--- src/inc/ryc_consts.svh ---
`ifndef RYC_CONSTS_SVH
`define RYC_CONSTS_SVH

// Register indices; byte address is four times the index
`define RYC_IDX_YEAR       5'h09
`define RYC_IDX_CTRL_A     5'h0a
`define RYC_IDX_CTRL_B     5'h0b
`define RYC_IDX_STATUS     5'h0c
`define RYC_IDX_BLOCK      5'h10

// Update and rate control fields
`define RYC_A_PEND_BIT     7
`define RYC_A_DCC_HI       6
`define RYC_A_DCC_LO       4
`define RYC_A_RATE_HI      3
`define RYC_A_RATE_LO      0

// Update inhibit, interrupt and format control fields
`define RYC_B_FREEZE_BIT   7
`define RYC_B_PIE_BIT      6
`define RYC_B_AIE_BIT      5
`define RYC_B_UIE_BIT      4
`define RYC_B_BIN_BIT      2
`define RYC_B_H24_BIT      1
`define RYC_B_DST_BIT      0

// Status flag fields
`define RYC_S_IRQ_BIT      7
`define RYC_S_PF_BIT       6
`define RYC_S_AF_BIT       5
`define RYC_S_UF_BIT       4

// Block control field
`define RYC_K_EN_BIT       0

// Reset values
`define RYC_RST_YEAR       8'h00
`define RYC_RST_DCC        3'h0
`define RYC_RST_RATE       4'h0
`define RYC_RST_CTRL_B     8'h00
`define RYC_RST_FLAGS      3'h0
`define RYC_RST_DIV        15'h0000

// Year range
`define RYC_YEAR_MAX       8'h63

// Timing in 32 kHz ticks
`define RYC_PEND_TICKS     15'h0010
`define RYC_DIV_LAST       15'h7fff
`define RYC_DIV_RESTART    15'h4000

`endif

--- src/inc/ryc_pkg.sv ---
package ryc_pkg;
	typedef logic [7:0]  ryc_byte_type;
	typedef logic [14:0] ryc_div_type;
	typedef logic [3:0]  ryc_rate_type;
	typedef logic [4:0]  ryc_index_type;
	typedef enum logic [2:0] {
		RYC_DCC_RESERVED = 3'h0,
		RYC_DCC_NORMAL   = 3'h2,
		RYC_DCC_HALT_A   = 3'h6,
		RYC_DCC_HALT_B   = 3'h7
	} ryc_dcc_type;
endpackage : ryc_pkg

--- src/rtl/ryc_regs.sv ---
// Chosen here: the Avalon-MM interface to the registers.
`timescale 1ns/1ns
`default_nettype none
`include "ryc_consts.svh"

module ryc_regs (
	// Clock and reset
	input  wire logic                  ref_clk,
	input  wire logic                  reset_n,
	// Avalon-MM slave
	input  wire logic [6:0]            avs_address,
	input  wire logic                  avs_read,
	input  wire logic                  avs_write,
	input  wire logic [31:0]           avs_writedata,
	input  wire logic [3:0]            avs_byteenable,
	output logic      [31:0]           avs_readdata,
	output logic                       avs_waitrequest,
	// 32 kHz clock pin
	input  wire logic                  clk32k_in,
	// Calendar side events
	input  wire logic                  alarm_match,
	input  wire logic                  year_carry,
	// Time and date counter control
	output logic                       update_tick,
	output logic                       update_pending,
	output logic                       periodic_event,
	output logic                       binary_mode,
	output logic                       hour_24_mode,
	output logic                       dst_enable,
	// Interrupt
	output logic                       irq
);
	import ryc_pkg::*;

	// Pin synchroniser and filtered level
	logic [2:0]    sync32;
	logic          lvl32;
	logic          next_lvl32;
	logic          tick32;

	always_comb begin
		next_lvl32 = lvl32;
		if (sync32[1] == sync32[2]) begin
			next_lvl32 = sync32[2];
		end
		tick32 = next_lvl32 & ~lvl32;
	end

	always_ff @(posedge ref_clk) begin
		if (!reset_n) begin
			sync32 <= 3'h0;
			lvl32  <= 1'b0;
		end else begin
			sync32 <= {sync32[1:0], clk32k_in};
			lvl32  <= next_lvl32;
		end
	end

	// Register state
	ryc_byte_type  year;
	ryc_dcc_type   dcc;
	ryc_rate_type  rate;
	ryc_byte_type  ctrl_b;
	logic [2:0]    flags;
	logic          blk_en;
	ryc_div_type   div;
	logic          ack;
	logic [2:0]    rd_flags;
	ryc_byte_type  next_year;
	ryc_dcc_type   next_dcc;
	ryc_rate_type  next_rate;
	ryc_byte_type  next_ctrl_b;
	logic [2:0]    next_flags;
	logic          next_blk_en;
	ryc_div_type   next_div;
	logic          next_ack;
	logic [2:0]    next_rd_flags;
	logic [31:0]   next_readdata;
	logic          next_pending;
	logic          next_update;
	logic          next_periodic;

	ryc_index_type idx;
	logic          wr_go;
	logic          rd_go;
	logic          wr_lo;
	logic          running;
	logic          halted;
	logic          freeze;
	ryc_div_type   pmask;
	ryc_byte_type  wr_byte;
	ryc_byte_type  year_bin;
	ryc_byte_type  year_view;
	ryc_byte_type  reg_a_view;
	ryc_byte_type  status_view;

	function automatic ryc_byte_type ryc_to_bcd(input ryc_byte_type v);
		ryc_byte_type tens;
		tens = v / 8'h0a;
		ryc_to_bcd = {tens[3:0], 4'(v - tens * 8'h0a)};
	endfunction : ryc_to_bcd

	function automatic ryc_byte_type ryc_from_bcd(input ryc_byte_type v);
		ryc_from_bcd = 8'({4'h0, v[7:4]} * 8'h0a) + {4'h0, v[3:0]};
	endfunction : ryc_from_bcd

	// Periodic mask: low codes alias the coarser rates
	function automatic ryc_div_type ryc_pmask(input ryc_rate_type c);
		logic [3:0] sh;
		sh = (c < 4'h3) ? 4'(c + 4'h6) : 4'(c - 4'h1);
		ryc_pmask = 15'((16'h0001 << sh) - 16'h0001);
	endfunction : ryc_pmask

	always_comb begin
		idx         = avs_address[6:2];
		wr_go       = avs_write & ack;
		rd_go       = avs_read & ack;
		wr_lo       = wr_go & avs_byteenable[0];
		wr_byte     = avs_writedata[7:0];
		freeze      = ctrl_b[`RYC_B_FREEZE_BIT];
		halted      = (dcc == RYC_DCC_HALT_A) || (dcc == RYC_DCC_HALT_B);
		running     = (dcc == RYC_DCC_NORMAL) && blk_en;
		pmask       = ryc_pmask(rate);
		binary_mode = ctrl_b[`RYC_B_BIN_BIT];
		// Only conversion follows these bits; storage stays binary
		year_view   = binary_mode ? year : ryc_to_bcd(year);
		year_bin    = binary_mode ? wr_byte : ryc_from_bcd(wr_byte);
		reg_a_view  = {update_pending, dcc, rate};
		status_view = {irq, flags, 4'h0};
	end

	// Bus side: one wait state, data valid with waitrequest low
	always_comb begin
		avs_waitrequest = (avs_read | avs_write) & ~ack;
		next_ack        = (avs_read ^ avs_write) & ~ack;
		next_rd_flags   = rd_flags;
		next_readdata   = avs_readdata;
		if (avs_read && !ack) begin
			next_rd_flags = 3'h0;
			unique case (idx)
				`RYC_IDX_YEAR:   next_readdata = {24'h00_0000, year_view};
				`RYC_IDX_CTRL_A: next_readdata = {24'h00_0000, reg_a_view};
				`RYC_IDX_CTRL_B: next_readdata = {24'h00_0000, ctrl_b[7:4],
						1'b0, ctrl_b[2:0]};
				`RYC_IDX_STATUS: begin
					next_readdata = {24'h00_0000, status_view};
					next_rd_flags = flags;
				end
				`RYC_IDX_BLOCK:  next_readdata = {31'h0000_0000, blk_en};
				default:         next_readdata = 32'h0000_0000;
			endcase
		end
	end

	// Divider chain, update timing and periodic events
	always_comb begin
		next_div      = div;
		next_pending  = update_pending;
		next_update   = 1'b0;
		next_periodic = 1'b0;
		if (halted) begin
			next_div = `RYC_RST_DIV;
		end else if (running && tick32) begin
			next_div = 15'(div + 15'h0001);
			next_periodic = (rate != 4'h0) && ((div & pmask) == pmask);
			if (!freeze) begin
				if (div == 15'(`RYC_DIV_LAST - `RYC_PEND_TICKS)) begin
					next_pending = 1'b1;
				end
				// Update only at the end of a pending window
				if (div == `RYC_DIV_LAST && update_pending) begin
					next_update = 1'b1;
				end
			end
		end
		if (next_update || freeze || !running) begin
			next_pending = 1'b0;
		end
		if (wr_lo && idx == `RYC_IDX_CTRL_A && halted &&
				wr_byte[6:4] == RYC_DCC_NORMAL) begin
			next_div = `RYC_DIV_RESTART;
		end
	end

	// Software registers and sticky flags
	always_comb begin
		next_year   = year;
		next_dcc    = dcc;
		next_rate   = rate;
		next_ctrl_b = ctrl_b;
		next_blk_en = blk_en;
		next_flags  = flags;
		if (year_carry) begin
			next_year = (year >= `RYC_YEAR_MAX) ? 8'h00 :
				8'(year + 8'h01);
		end
		if (wr_lo) begin
			unique case (idx)
				`RYC_IDX_YEAR: next_year = (year_bin > `RYC_YEAR_MAX) ?
					8'h00 : year_bin;
				`RYC_IDX_CTRL_A: begin
					next_dcc  = ryc_dcc_type'(wr_byte[6:4]);
					next_rate = wr_byte[3:0];
				end
				`RYC_IDX_CTRL_B: next_ctrl_b = {wr_byte[7:4], 1'b0,
					wr_byte[2:0]};
				`RYC_IDX_BLOCK:  next_blk_en = wr_byte[`RYC_K_EN_BIT];
				default:         next_ctrl_b = ctrl_b;
			endcase
		end
		// Clear only what the read returned, so late events survive
		if (rd_go && idx == `RYC_IDX_STATUS) begin
			next_flags = flags & ~rd_flags;
		end
		next_flags = next_flags | {periodic_event, alarm_match,
			update_tick};
	end

	always_comb begin
		hour_24_mode = ctrl_b[`RYC_B_H24_BIT];
		dst_enable   = ctrl_b[`RYC_B_DST_BIT];
		irq = (flags[2] & ctrl_b[`RYC_B_PIE_BIT]) |
			(flags[1] & ctrl_b[`RYC_B_AIE_BIT]) |
			(flags[0] & ctrl_b[`RYC_B_UIE_BIT]);
	end

	always_ff @(posedge ref_clk) begin
		if (!reset_n) begin
			year           <= `RYC_RST_YEAR;
			dcc            <= RYC_DCC_RESERVED;
			rate           <= `RYC_RST_RATE;
			ctrl_b         <= `RYC_RST_CTRL_B;
			blk_en         <= 1'b0;
			flags          <= `RYC_RST_FLAGS;
			div            <= `RYC_RST_DIV;
			ack            <= 1'b0;
			rd_flags       <= 3'h0;
			avs_readdata   <= 32'h0000_0000;
			update_pending <= 1'b0;
			update_tick    <= 1'b0;
			periodic_event <= 1'b0;
		end else begin
			year           <= next_year;
			dcc            <= next_dcc;
			rate           <= next_rate;
			ctrl_b         <= next_ctrl_b;
			blk_en         <= next_blk_en;
			flags          <= next_flags;
			div            <= next_div;
			ack            <= next_ack;
			rd_flags       <= next_rd_flags;
			avs_readdata   <= next_readdata;
			update_pending <= next_pending;
			update_tick    <= next_update;
			periodic_event <= next_periodic;
		end
	end

	// Helper: 32 kHz ticks seen while pending is high
	logic [4:0] pend_ticks;
	always_ff @(posedge ref_clk) begin
		if (!reset_n || !update_pending) begin
			pend_ticks <= 5'h00;
		end else if (tick32) begin
			pend_ticks <= 5'(pend_ticks + 5'h01);
		end
	end
endmodule : ryc_regs

`default_nettype wire

--- config.mk ---
export PLATFORM = sky130hd
export DESIGN_NAME = ryc_regs
export DESIGN_NICKNAME = d
export VERILOG_FILES = /design/src/inc/ryc_pkg.sv /design/src/rtl/ryc_regs.sv
export VERILOG_INCLUDE_DIRS = /design/src /design/src/inc
export SDC_FILE = /design/constraint.sdc
export NUM_CORES = 1
export LEC_CHECK = 0
export BUFFER_PORTS_ARGS = -buffer_cell sky130_fd_sc_hd__buf_4
export CAP_MARGIN = 20
export CORE_MARGIN = 3
export CORE_UTILIZATION = 55
export CTS_CLUSTER_SIZE = 28
export DETAILED_ROUTE_END_ITERATION = 16
export PLACE_DENSITY = 0.81
export SYNTH_ARGS = -nofsm -noshare
export SYNTH_HDL_FRONTEND = slang
export SYNTH_SLANG_ARGS = --single-unit
export TNS_END_PERCENT = 50
--- constraint.sdc ---
create_clock -name ref_clk -period 4.8 [get_ports ref_clk]
set_input_delay 0.72 -clock ref_clk [delete_from_list [all_inputs] [get_ports ref_clk]]
set_output_delay 0.72 -clock ref_clk [all_outputs]
set_load 0.1 [all_outputs]
Word-level counts from Yosys, hierarchy flattened
Index checks and enable logic that the tools add are counted.

word-level totals
  flip-flop bits (word level) = 84
  latch bits = 0
  RAM bits = 0
  memory bits (read-only) = 0
  bits of input ports = 50
  output and inout bits = 40
  word-level logic and storage cells = 108
  memories = 0

cells by class
  add/subtract/negate cells = 7
  multiply operators = 2
  divide/modulo/power cells = 1
  $lt $le $gt $ge = 3
  equality and inequality tests = 13
  shift operators = 1
  multiplexer cells = 19
  bitwise gates (word level) = 23
  reduce and logical (&&, ||, !) cells = 23

operators by type and width
  kind                     number
  $mux W8                  7
  $mux W15                 3
  $pmux W8 S5              1
  $eq A15 B15 Y1 const B   2
  $eq A5 B4 Y1 const B     4
  $add A15 B1 Y15 const B  1
  $and A15 B15 Y15         1
  $eq A15 B15 Y1           1
  $shl A1 B4 Y15 const A   1
  $sub A15 B1 Y15 const B  1
  $and A1 B1 Y1            9
  $logic_and A1 B1 Y1      9
  $add A8 B1 Y8 const B    1
  $add A8 B4 Y8            1
  $div A8 B4 Y8 const B    1
  $ge A8 B7 Y1 const B     1
  $gt A8 B7 Y1 const B     1
  $mul A8 B3 Y3 const B    1
  $mul A4 B3 Y7 const B    1
  $eq A3 B2 Y1 const B     2
  $eq A3 B3 Y1 const B     2
  $mux W3                  2
  $not A1 Y1               6
  $reduce_and A2 Y1        3
  20 further kinds         30

Longest topological paths before layout
Gate-level depths: netlist of run 1.

  depth after elaboration = 9
  depth in mapped cells = 18
  mapped depth without buffers = 17

Worst setup path before layout of run 1
Ideal clock, no wire load.

  path type = reg2reg
  from = register year[5]
  to = register avs_readdata[3]
  library setup time = 95 ps
  arrival = 3,498 ps
  data required time = 4,705 ps
  setup slack = 1,207 ps
  stages on the path, launching flop included = 17
  buffers on the path = 3
  period minus slack after synthesis = 3,593 ps
  cell sequence = dfxtp_1 -> clkbuf_1 -> clkbuf_1 -> buf_2 -> o21ai_0 -> a211oi_1 -> ha_1 -> nor3b_1 -> o21bai_1 -> o211ai_1 -> ha_1 -> fa_1 -> a21o_1 -> o2111ai_1 -> xnor2_1 -> o211ai_1 -> a221oi_1

between the ends
  word-level cells in the longest chain between the ends = 5

ends and longest elaborated chain
  what                      RTL line         source
  start: declaration        ryc_regs.sv:60   ryc_byte_type year;
  start signal: assignment  ryc_regs.sv:229  year <= `RYC_RST_YEAR;
  start signal: assignment  ryc_regs.sv:243  year <= next_year;
  $div A8 B4 Y8             ryc_regs.sv:99   tens = v / 8'h0a;
  $mul A8 B3 Y3             ryc_regs.sv:100  ryc_to_bcd = {tens[3:0], 4'(v - tens * 8'h0a)};
  $sub A4 B4 Y4             ryc_regs.sv:100
  $mux W8                   ryc_regs.sv:126  year_view = binary_mode ? year : ryc_to_bcd(year);
  $pmux W8 S5               ryc_regs.sv:140  unique case (idx)
  end signal: assignment    ryc_regs.sv:252  avs_readdata <= next_readdata;
  end: declaration          ryc_regs.sv:16   output logic [31:0] avs_readdata,

No other way between the ends.
A chain may end at the register's enable or synchronous reset.

Worst setup path in the final report of run 1
  from = register year[3]
  to = register avs_readdata[3]

between the ends
  word-level cells in the longest chain between the ends = 5

ends and longest elaborated chain
  what           RTL line
  $div A8 B4 Y8  ryc_regs.sv:99
  $mul A8 B3 Y3  ryc_regs.sv:100
  $sub A4 B4 Y4  ryc_regs.sv:100
  $mux W8 *      ryc_regs.sv:126
  $pmux W8 S5 *  ryc_regs.sv:140

Every way passes the cells marked *; elsewhere a longest branch is shown, timed or not.

==> results.ini, run 1 <==
[detailed_routing]
dr.pass1.iters=6
postRouteAntennaNets=0
num_vias=4309
wl_um=11100
drtIter0Drc=294
remaining_drc_errors=0
wl_per_cell_um=15.7
viasPerCell=6.08

[clocking]
cts-root-buf=clkbuf_8
numCtsBuffers=9
cts_setup_buffers=0
cts_sinks=60
clk_pin_slew_ns=0.07
worstSkewPairLatency_ns=0.34
hold_buffers=0
cts_tree=yes
postCtsResizedCells=0
ctsLongestPathBuffers=2
h-tree-depth=3

[finish]
syn_to_final_growth_pct=8.87
regArea_um2=1200
drive_above_1_share=0.109
num_antenna_cells=0
fin_nets=674
nFillCells=703
final_cell_mix=64 x nor2_1, 60 x dfxtp_1, 59 x nand2_1
mostFrequentLayoutCell=nor2_1
multiInputGateArea_um2=2920

[status]
status=completed

[placement]
io_buffers=36
gp_congestion=0.880
dpl.hpwl_um=8210
dp_worst_setup_slack_ns=0.547

[global_route]
grt_pass1_vias=3981
grt.total_usage=0.250
antenna_found_initial=0
grt_start_max_net_pins=22
grt_pass1_wl_um=18500
overflow=0

[setup_path]
cpLargestDelayFamily=compound AO/OA/AOI/OAI gates
crit_fanout=19
cp.arrival_ns=4.56
crit_chain=nor2_1 -> nand2_1 -> or2_2 -> a21oi_1 -> a211oi_1 -> ha_1 -> nor3b_1 -> o21bai_1 -> o211ai_1 -> ha_1 -> fa_1 -> a21o_1 -> o2111ai_1 -> xnor2_1 -> o211ai_1 -> a221oi_1
startpoint=year[3]$_SDFF_PN0_
cp_num_buf_inv=0
critPathSlowestCell=dfxtp_1
max_stage_delay_ns=0.50
path_class=register to register
end_kind=register
cp-start-kind=register
worstPathRequired_ns=5.04
timing.rr.start=year[3]$_SDFF_PN0_

[hold_path]
worstHoldPathType=register to register
hold_start=sync32[0]$_SDFF_PN0_

[timing]
max_slew_margin=0.525
fin_setup_tns_ns=0
min_period_ns=4.32
fin_crit_sh=0.900
skew_ns=0.00947
final-hold-violation-count=0
slew_violations=0
setup_ws_ns=0.478
rsz0062_at_grt=false
max_freq_mhz=231
finalSetupViolCount=0
worst_pin_slew_ns=0.712

[yosys]
synth-edff-count=0
ys_async_sr_fraction=0
ys_seq_area_frac=0.271
ys_ff_latch=60
synth.distinct_cells=75
ys_warn_count=0
synth_area_per_cell_um2=7.57
synth-main-ff-cell=dfxtp_1
synthCells=585
netlist_area_um2=4430

[floorplan]
start_util=0.570
io_pins=90
die_w_um=95.7
die_height_um=95.7
die_area_um2=9170
core_um2=7770
rows=32

[power_and_ir_drop]
leakage_nw=1.95
clkPwrFrac=0.400
p_sw_uw=361
power_mw=1.17
pwr-share-comb=0.168
seqPwrFrac=0.432
internal-power_uw=813
powerDensity_nw_per_um2=243
swShare=0.307
vdd_ir_drop_max_v=0.000149

[run]
maxCapViolCount=0

-- state kept, by name, summed over array words and instances (netlist names), 3 cells and up --
register	flops
rate	4
year	8
div	15
ctrl_b	7
rd_flags	3
dcc	3
flags	3
avs_readdata	8
sync32	3
-- kinds of logic (layout without fill, tap and decap cells) --
| group | Yosys count | after routing | synth area share |
|---|---|---|---|
| AOI/OAI and AO/OA | 142 | 142 | 0.203 |
| xor gates and xnor gates | 28 | 28 | 0.0554 |
| and+or+nand+nor | 239 | 239 | 0.279 |
| other | 1 | 24 | 0.000847 |
| DFF | 60 | 60 | 0.271 |
| muxes | 14 | 14 | 0.0322 |
| buffers and inverters | 78 | 77 | 0.0893 |
| adders and majority gates | 23 | 23 | 0.0695 |
-- cell type report --
cell class / count / area share
clock inverters: 4 / 0.00986
clock buffers: 12 / 0.0322
multi-input cells: 470 / 0.605
flip-flops and latches: 60 / 0.249
repair buffers: 38 / 0.0592
inverters: 23 / 0.0179
well taps: 102 / 0.0265
-- power groups by stage --
stage                     sequential [mW]  clock, mW  combinational [mW]
after floorplan                     0.517          0               0.172
after global placement              0.518          0               0.189
after detailed placement            0.518          0               0.194
after CTS                           0.507      0.472               0.195
after global routing                0.507      0.496               0.211
final                               0.507      0.470               0.197
-- final timing paths --
check	to	slack (ns)	depth (start not counted)
max	avs_readdata[3]$_SDFFE_PN0P_	0.48	16
min reg2reg	sync32[1]$_SDFF_PN0_	0.45	1
min	sync32[1]$_SDFF_PN0_	0.45	1
max reg2reg	avs_readdata[3]$_SDFFE_PN0P_	0.48	16
-- metal layers --
| metal | routed length (um) | GRT usage | vias up |
|---|---|---|---|
| met3 | 630 | 0.0555 | 29 |
| met4 | 243 | 0.0806 | 0 |
| met1 | 4620 | 0.305 | 2031 |
| met5 | 0 | 0 | - |
| met2 | 5640 | 0.435 | 164 |
| li1 | - | - | 2085 |
-- cell usage after synthesis, types with 5 or more instances --
library cell	instances	area share
a21oi_1	50	0.056
or3_1	7	0.0099
xor2_1	12	0.024
clkbuf_1	24	0.020
inv_1	21	0.018
o31ai_1	5	0.0085
nand4_1	8	0.011
buf_4	24	0.041
nor3_1	15	0.017
nor2_1	64	0.054
nor4_1	6	0.0085
and2_1	7	0.0099
mux2i_1	12	0.027
ha_1	19	0.054
nand3_1	25	0.028
o211ai_1	6	0.010
nor2b_1	5	0.0071
and3_1	11	0.016
nor3b_1	6	0.010
dfxtp_1	60	0.27
nand2_1	59	0.050
xnor2_1	16	0.032
nand2b_1	5	0.0071
a22oi_1	6	0.010
o21ai_0	31	0.035
-- metrics by stage --
step	util	instances	hold WS (ns)	instance area, um2
2_1_floorplan	-	608	0.412	4520
3_3_place_gp	0.595	693	0.414	4620
3_5_place_dp	0.595	693	0.435	4620
4_1_cts	0.621	709	0.451	4820
5_1_grt	0.621	709	0.456	4820
6_report	0.621	709	0.450	4820
-- worst reg2reg max path, stage by stage, from the launching register on --
cell	delay [ns]
dfxtp_1	0.50
nor2_1	0.42
nand2_1	0.12
or2_2	0.30
a21oi_1	0.16
a211oi_1	0.11
ha_1	0.34
nor3b_1	0.30
o21bai_1	0.16
o211ai_1	0.19
ha_1	0.26
fa_1	0.43
a21o_1	0.18
o2111ai_1	0.22
xnor2_1	0.14
o211ai_1	0.11
a221oi_1	0.30
Power figures use the tool's default switching activity.
==> inputs of run 2 (changes only) <==
ABC_AREA = 1   (was default)
PLACE_DENSITY = 0.82   (was 0.81)
==> run 2 against run 1 <==
Compared with the run above: critical path depth is 12 higher; highest routed layer unchanged; die area is 7.4% lower; largest cell class unchanged; fmax is 17% higher.
==> results.ini, run 2 <==
[clocking]
h-tree-depth=3  ; unchanged
cts_tree=yes
cts_setup_buffers=0  ; unchanged
hold_buffers=0  ; unchanged
clk_pin_slew_ns=0.07  ; about the same
ctsLongestPathBuffers=2  ; unchanged
worstSkewPairLatency_ns=0.34  ; about the same
cts-root-buf=clkbuf_8
cts_sinks=60  ; unchanged
postCtsResizedCells=0  ; unchanged
numCtsBuffers=9  ; unchanged

[power_and_ir_drop]
leakage_nw=2.00  ; +2.4%
swShare=0.296  ; -0.0114
clkPwrFrac=0.424  ; +0.024
pwr-share-comb=0.160  ; -0.008
internal-power_uw=860  ; +5.8%
p_sw_uw=361  ; +0.23%
seqPwrFrac=0.416  ; -0.016
powerDensity_nw_per_um2=268  ; +10%
vdd_ir_drop_max_v=0.000183  ; +23%

[setup_path]
worstPathRequired_ns=4.99  ; -0.05 ns
cp_num_buf_inv=4  ; +4
cp.arrival_ns=3.90  ; -0.66 ns
cpLargestDelayFamily=simple AND/OR/NAND/NOR gates
path_class=register to register
max_stage_delay_ns=0.49  ; about the same
critPathSlowestCell=dfxtp_1
crit_fanout=8  ; -11
end_kind=register
path_common_cell=nand2_1
cp-start-kind=register

[placement]
io_buffers=36  ; unchanged
post-place-cells=725  ; +4.6%
dpl.hpwl_um=7920  ; -3.5%
gp_congestion=0.957  ; +8.7%

[detailed_routing]
num_vias=4191  ; -2.7%
remaining_drc_errors=0  ; unchanged
postRouteAntennaNets=0  ; unchanged
wl_per_cell_um=14.1  ; -10%
dr.pass1.iters=5  ; -1
wl_um=10400  ; -6.1%
drtIter0Drc=366  ; +24%
viasPerCell=5.66  ; -6.8%

[yosys]
ys_ff_latch=60  ; unchanged
yosysMostFrequentCell=nand2_1
synth_area_leader_cell=dfxtp_1
ys_async_sr_fraction=0  ; unchanged
synth-main-ff-cell=dfxtp_1
yosys-top-cells-count=100 x nand2_1, 92 x inv_1, 60 x dfxtp_1
ys_warn_count=0  ; unchanged
synthCells=605  ; +3.4%
ys_seq_area_frac=0.295  ; +0.0234
synth.distinct_cells=46  ; -39%
synth_area_per_cell_um2=6.74  ; -11%
synth-edff-count=0  ; unchanged
synth_top_area_frac=0.295  ; +0.0234
synthTopCellsByArea=dfxtp_1 29%, nand2_1 9.2%, inv_1 8.5%
netlist_area_um2=4080  ; -7.9%

[timing]
fin_crit_sh=0.772  ; -0.128
fin_setup_tns_ns=0  ; unchanged
slew_violations=0  ; unchanged
max_freq_mhz=270  ; +17%
final-hold-violation-count=0  ; unchanged
finalSetupViolCount=0  ; unchanged
worst_pin_slew_ns=0.787  ; +0.0751 ns
fin_hold_ws_ns=0.415  ; -0.0353 ns
skew_ns=0.00695  ; -0.00252 ns
rsz0062_at_grt=false
min_period_ns=3.71  ; -0.615 ns
max_slew_margin=0.474  ; -0.0513

[finish]
final_cell_mix=100 x nand2_1, 92 x inv_1, 60 x dfxtp_1
num_antenna_cells=0  ; unchanged
largest_reg_flops=15  ; unchanged
drive_above_1_share=0.121  ; +0.0124
regMostFlops=div
syn_to_final_growth_pct=11.7
fin_nets=712  ; +5.6%
nFillCells=631  ; -10%
largestRegisters=div: 15 flops, avs_readdata: 8 flops, year: 8 flops
fin_util=0.653  ; +0.0317
post_layout_nonfiller_instances=740  ; +4.4%
mostFrequentLayoutCell=nand2_1

[status]
status=completed

[floorplan]
start_util=0.584  ; +0.0138
die_area_um2=8480  ; -7.4%
core_um2=6980  ; -10%
rows=30  ; -6.3%
io_pins=90  ; unchanged
die_w_um=92.1  ; -3.8%
die_height_um=92.1  ; -3.8%

[run]
maxCapViolCount=0  ; unchanged

[global_route]
grt_pass1_vias=3872  ; -2.7%
grt.total_usage=0.250  ; +0.000253
grt_start_max_net_pins=27  ; +23%
grt_pass1_wl_um=17400  ; -6.0%
antenna_found_initial=0  ; unchanged
overflow=0  ; unchanged

[hold_path]
worstHoldPathType=register to register

-- run 2: cell types whose count changed after synthesis, moves of 13 or more --
cell      before  now
clkbuf_1      24   10
inv_1         21   92
xnor2_1       16    3
o21ai_0       31   49
nand3_1       25   39
nand2_1       59  100
-- run 2: worst reg2reg max path: cells and delay by family, from the launching register on --
| family | cells | cell delay, ns |
|---|---|---|
| AO/OA/AOI/OAI | 1 | 0.06 |
| buffers and inverters | 4 | 0.41 |
| adder cells (fa/ha/maj) | 3 | 0.81 |
| XOR/XNOR | 1 | 0.18 |
| flip-flops | 1 | 0.49 |
| AND/OR/NAND/NOR | 19 | 1.65 |
-- run 2: layout make-up --
class / count / area, um2 / share of cell area
Multi-Input combinational cell: 436 / 2380 / 0.522
Sequential cell: 60 / 1200 / 0.264
Inverter: 97 / 364 / 0.0799
Timing Repair Buffer: 36 / 270 / 0.0593
Clock buffer: 11 / 151 / 0.0332
Tap cell: 96 / 120 / 0.0264
Clock inverter: 4 / 72.6 / 0.0159
-- run 2: worst paths after layout --
check / startpoint / endpoint / slack [ns] / cells past startpoint
min: sync32[0]$_SDFF_PN0_ / sync32[1]$_SDFF_PN0_ / 0.42 / 2
max: year[4]$_SDFF_PN0_ / avs_readdata[3]$_SDFFE_PN0P_ / 1.09 / 28
min reg2reg: sync32[0]$_SDFF_PN0_ / sync32[1]$_SDFF_PN0_ / 0.42 / 2
max reg2reg: year[4]$_SDFF_PN0_ / avs_readdata[3]$_SDFFE_PN0P_ / 1.09 / 28
-- run 2: power by group through the flow --
stage | combinational [mW] | sequential, mW | clock (mW)
6_report | 0.195 | 0.509 | 0.518
5_1_grt | 0.211 | 0.509 | 0.547
4_1_cts | 0.194 | 0.508 | 0.521
3_5_place_dp | 0.193 | 0.520 | 0
3_3_place_gp | 0.189 | 0.519 | 0
2_1_floorplan | 0.172 | 0.519 | 0
-- run 2: through the flow --
stage | power (mW) | area [um2] | worst slack [ns]
2_1_floorplan | 0.691 | 4160 | 1.64
3_3_place_gp | 0.708 | 4330 | 1.33
3_5_place_dp | 0.713 | 4330 | 1.17
4_1_cts | 1.22 | 4560 | 1.16
5_1_grt | 1.27 | 4560 | 0.802
6_report | 1.22 | 4560 | 1.09
-- run 2: logic make-up (layout without fill, tap and decap cells) --
family,count (synthesis),in the layout,synth area share
xor+xnor,14,14,0.0319
buf+inv,132,148,0.144
fa+ha+maj,22,22,0.0730
compound gates,135,135,0.187
simple gates,241,241,0.268
other cells,1,24,0.000920
flops,60,60,0.295
-- run 2: per-layer routing --
layer | wire length (um) | share of wire | track usage
met1 | 4530 | 0.43 | 0.324
met2 | 4890 | 0.47 | 0.412
met3 | 745 | 0.071 | 0.0427
met4 | 284 | 0.027 | 0.101
met5 | 0 | 0 | 0
==> inputs of run 3 (changes only) <==
ABC_AREA = 0   (was 1)
PLACE_DENSITY = 0.81   (was 0.82)
clock period = 3.49 ns   (was 4.8 ns; I/O delays follow)
==> run 3 against run 2 <==
Compared with the run above: non-clock buffer count rose by 40; clock power is 38% higher; final area up 16%; flip-flop and latch count unchanged; largest cell class unchanged.
==> results.ini, run 3 (synthesized netlist as in run 1, its figures left out) <==
[setup_path]
path_class=register to register
timing.rr.start=year[7]$_SDFF_PN0_
cp-start-kind=register
crit_chain=nor2_4 -> nand2_2 -> or2_4 -> a21oi_4 -> a211oi_4 -> ha_1 -> nor3b_4 -> o21bai_1 -> o211ai_1 -> ha_2 -> fa_2 -> buf_6 -> nand3_2 -> o2111ai_2 -> xnor2_1 -> o211ai_1 -> a221oi_1
crit_fanout=5  ; -3
rrSetupSlack_ns=0.14  ; -0.95 ns
reg2reg_to=avs_readdata[3]$_SDFFE_PN0P_
max_stage_delay_ns=0.39  ; -0.10 ns
worstPathRequired_ns=3.74  ; -1.25 ns
cp.arrival_ns=3.60  ; -0.30 ns
path_common_cell=o211ai_1
critPathSlowestCell=fa_2
startpoint=year[7]$_SDFF_PN0_
end_kind=register
reg2reg_depth=17  ; -39%

[global_route]
grt_pass1_vias=4049  ; +4.6%
grt_start_max_net_pins=34  ; +26%
grt_pass1_wl_um=18700  ; +7.7%
overflow=0  ; unchanged
grt.total_usage=0.256  ; +0.00570
antenna_found_initial=0  ; unchanged

[hold_path]
hold_start=alarm_match
worstHoldPathType=input port to register
worstHoldPathCells=3  ; +1
hold_end=flags[1]$_SDFF_PN0_

[placement]
gp_congestion=0.917  ; -4.2%
placed_area_um2=4890  ; +13%
dpl.hpwl_um=8620  ; +8.8%
io_buffers=36  ; unchanged

[finish]
design_area_um2=5260  ; +16%
num_antenna_cells=0  ; unchanged
regArea_um2=1210  ; +0.73%
mostFrequentLayoutCell=buf_4
nFillCells=653  ; +3.5%
drive_above_1_share=0.203  ; +0.0820
final_cell_mix=73 x buf_4, 62 x nor2_1, 56 x nand2_1
multiInputGateArea_um2=3030  ; +28%
fin_nets=712  ; unchanged
syn_to_final_growth_pct=18.8
largestRegisters=div: 15 flops, avs_readdata: 8 flops, year: 8 flops
regMostFlops=div
largest_reg_flops=15  ; unchanged

[timing]
finalSetupViolCount=0  ; unchanged
slew_violations=0  ; unchanged
fin_crit_sh=0.960  ; +0.188
rsz0062_at_grt=true
fin_hold_ws_ns=0.378  ; -0.0368 ns
max_slew_margin=0.326  ; -0.147
min_period_ns=3.35  ; -0.357 ns
skew_ns=0.0109  ; +0.00395 ns
max_freq_mhz=298  ; +11%
final-hold-violation-count=0  ; unchanged
worst_pin_slew_ns=1.01  ; +0.223 ns

[clocking]
worstSkewPairLatency_ns=0.35  ; about the same
numCtsBuffers=9  ; unchanged
ctsLongestPathBuffers=2  ; unchanged
cts-root-buf=clkbuf_8
cts_sinks=60  ; unchanged
cts_tree=yes
h-tree-depth=3  ; unchanged
clk_pin_slew_ns=0.08  ; about the same

[detailed_routing]
remaining_drc_errors=0  ; unchanged
postRouteAntennaNets=0  ; unchanged
viasPerCell=6.04  ; +6.7%
wl_um=11900  ; +14%
dr.pass1.iters=11  ; +6
wl_per_cell_um=16.0  ; +13%
num_vias=4515  ; +7.7%
drtIter0Drc=229  ; -37%

[power_and_ir_drop]
vdd_ir_drop_max_v=0.000322  ; +76%
powerDensity_nw_per_um2=320  ; +19%
leakage_nw=2.18  ; +9.2%

[status]
status=completed

[run]
maxCapViolCount=0  ; unchanged

[floorplan]
die_height_um=95.7  ; +3.9%
core_um2=7770  ; +11%
rows=32  ; +6.7%
die_area_um2=9170  ; +8.0%
io_pins=90  ; unchanged
die_w_um=95.7  ; +3.9%
start_util=0.570  ; -0.0138

[run 3: cell count changes in the layout (fill, tap and decap cells not counted), moves of 7 or more]
cell / before / now
inv_1: 92 / 20
and3_1: 0 / 11
o21ai_0: 49 / 29
nand2_2: 10 / 3
or3_1: 0 / 7
nor2_1: 53 / 62
nand3_1: 39 / 22
nand2_1: 100 / 56
mux2i_1: 0 / 12
and2_1: 0 / 7
buf_4: 36 / 73
xnor2_1: 3 / 16
[run 3: worst max path at each step]
stage | endpoint | slack (ns) | cells after the start
finish | avs_readdata[3]$_SDFFE_PN0P_ | 0.14 | 17
global route | avs_readdata[3]$_SDFFE_PN0P_ | -0.11 | 17
CTS | periodic_event$_SDFF_PP0_ | 0.02 | 14
detailed placement | avs_readdata[3]$_SDFFE_PN0P_ | -0.05 | 16
global placement | periodic_event$_SDFF_PP0_ | 0.03 | 14
floorplan | avs_readdata[3]$_SDFFE_PN0P_ | 0.003 | 17
[run 3: metal layers]
| layer | vias up | routed length, um | global-route usage |
|---|---|---|---|
| li1 | 2155 | - | - |
| met1 | 2136 | 4830 | 0.311 |
| met2 | 181 | 6060 | 0.432 |
| met3 | 43 | 588 | 0.0430 |
| met4 | 0 | 452 | 0.133 |
| met5 | - | 0 | 0 |
[run 3: layout make-up]
cell class / count / share of cell area
multi-input cells: 470 / 0.576
flip-flops and latches: 60 / 0.230
repair buffers: 76 / 0.111
well taps: 102 / 0.0242
clock buffers: 9 / 0.0235
clock inverters: 7 / 0.0190
inverters: 23 / 0.0164
[run 3: worst max-delay path: cells and delay by family (launching register included)]
family,cells,cell delay (ns)
flip-flops,1,0.37
adder cells (fa/ha/maj),3,0.91
AO/OA/AOI/OAI,7,1.00
XOR/XNOR,1,0.16
buffers and inverters,1,0.14
AND/OR/NAND/NOR,5,0.68
[run 3: what timing repair did]
action,4_1_cts,5_1_grt
hold buffers,0,0
resized for setup,1,35
setup endpoints to repair,1,3
setup buffers,0,3
pin swaps,0,18
gates cloned,0,0
[run 3: where the power goes]
group	internal (mW)	leakage [nW]	switching, mW
logic	0.0645	1.58	0.212
registers	0.689	0.487	0.00687
clock network	0.406	0.114	0.306
[run 3: per-stage QoR]
stage | worst slack (ns) | power (mW) | setup TNS (ns) | std cells | utilization
2_1_floorplan | 0.00288 | 0.947 | 0 | 608 | -
3_3_place_gp | 0.0250 | 0.975 | 0 | 728 | 0.630
3_5_place_dp | -0.0493 | 0.981 | -0.0493 | 728 | 0.630
4_1_cts | 0.0227 | 1.69 | 0 | 744 | 0.659
5_1_grt | -0.111 | 1.73 | -0.127 | 747 | 0.678
6_report | 0.139 | 1.68 | 0 | 747 | 0.678
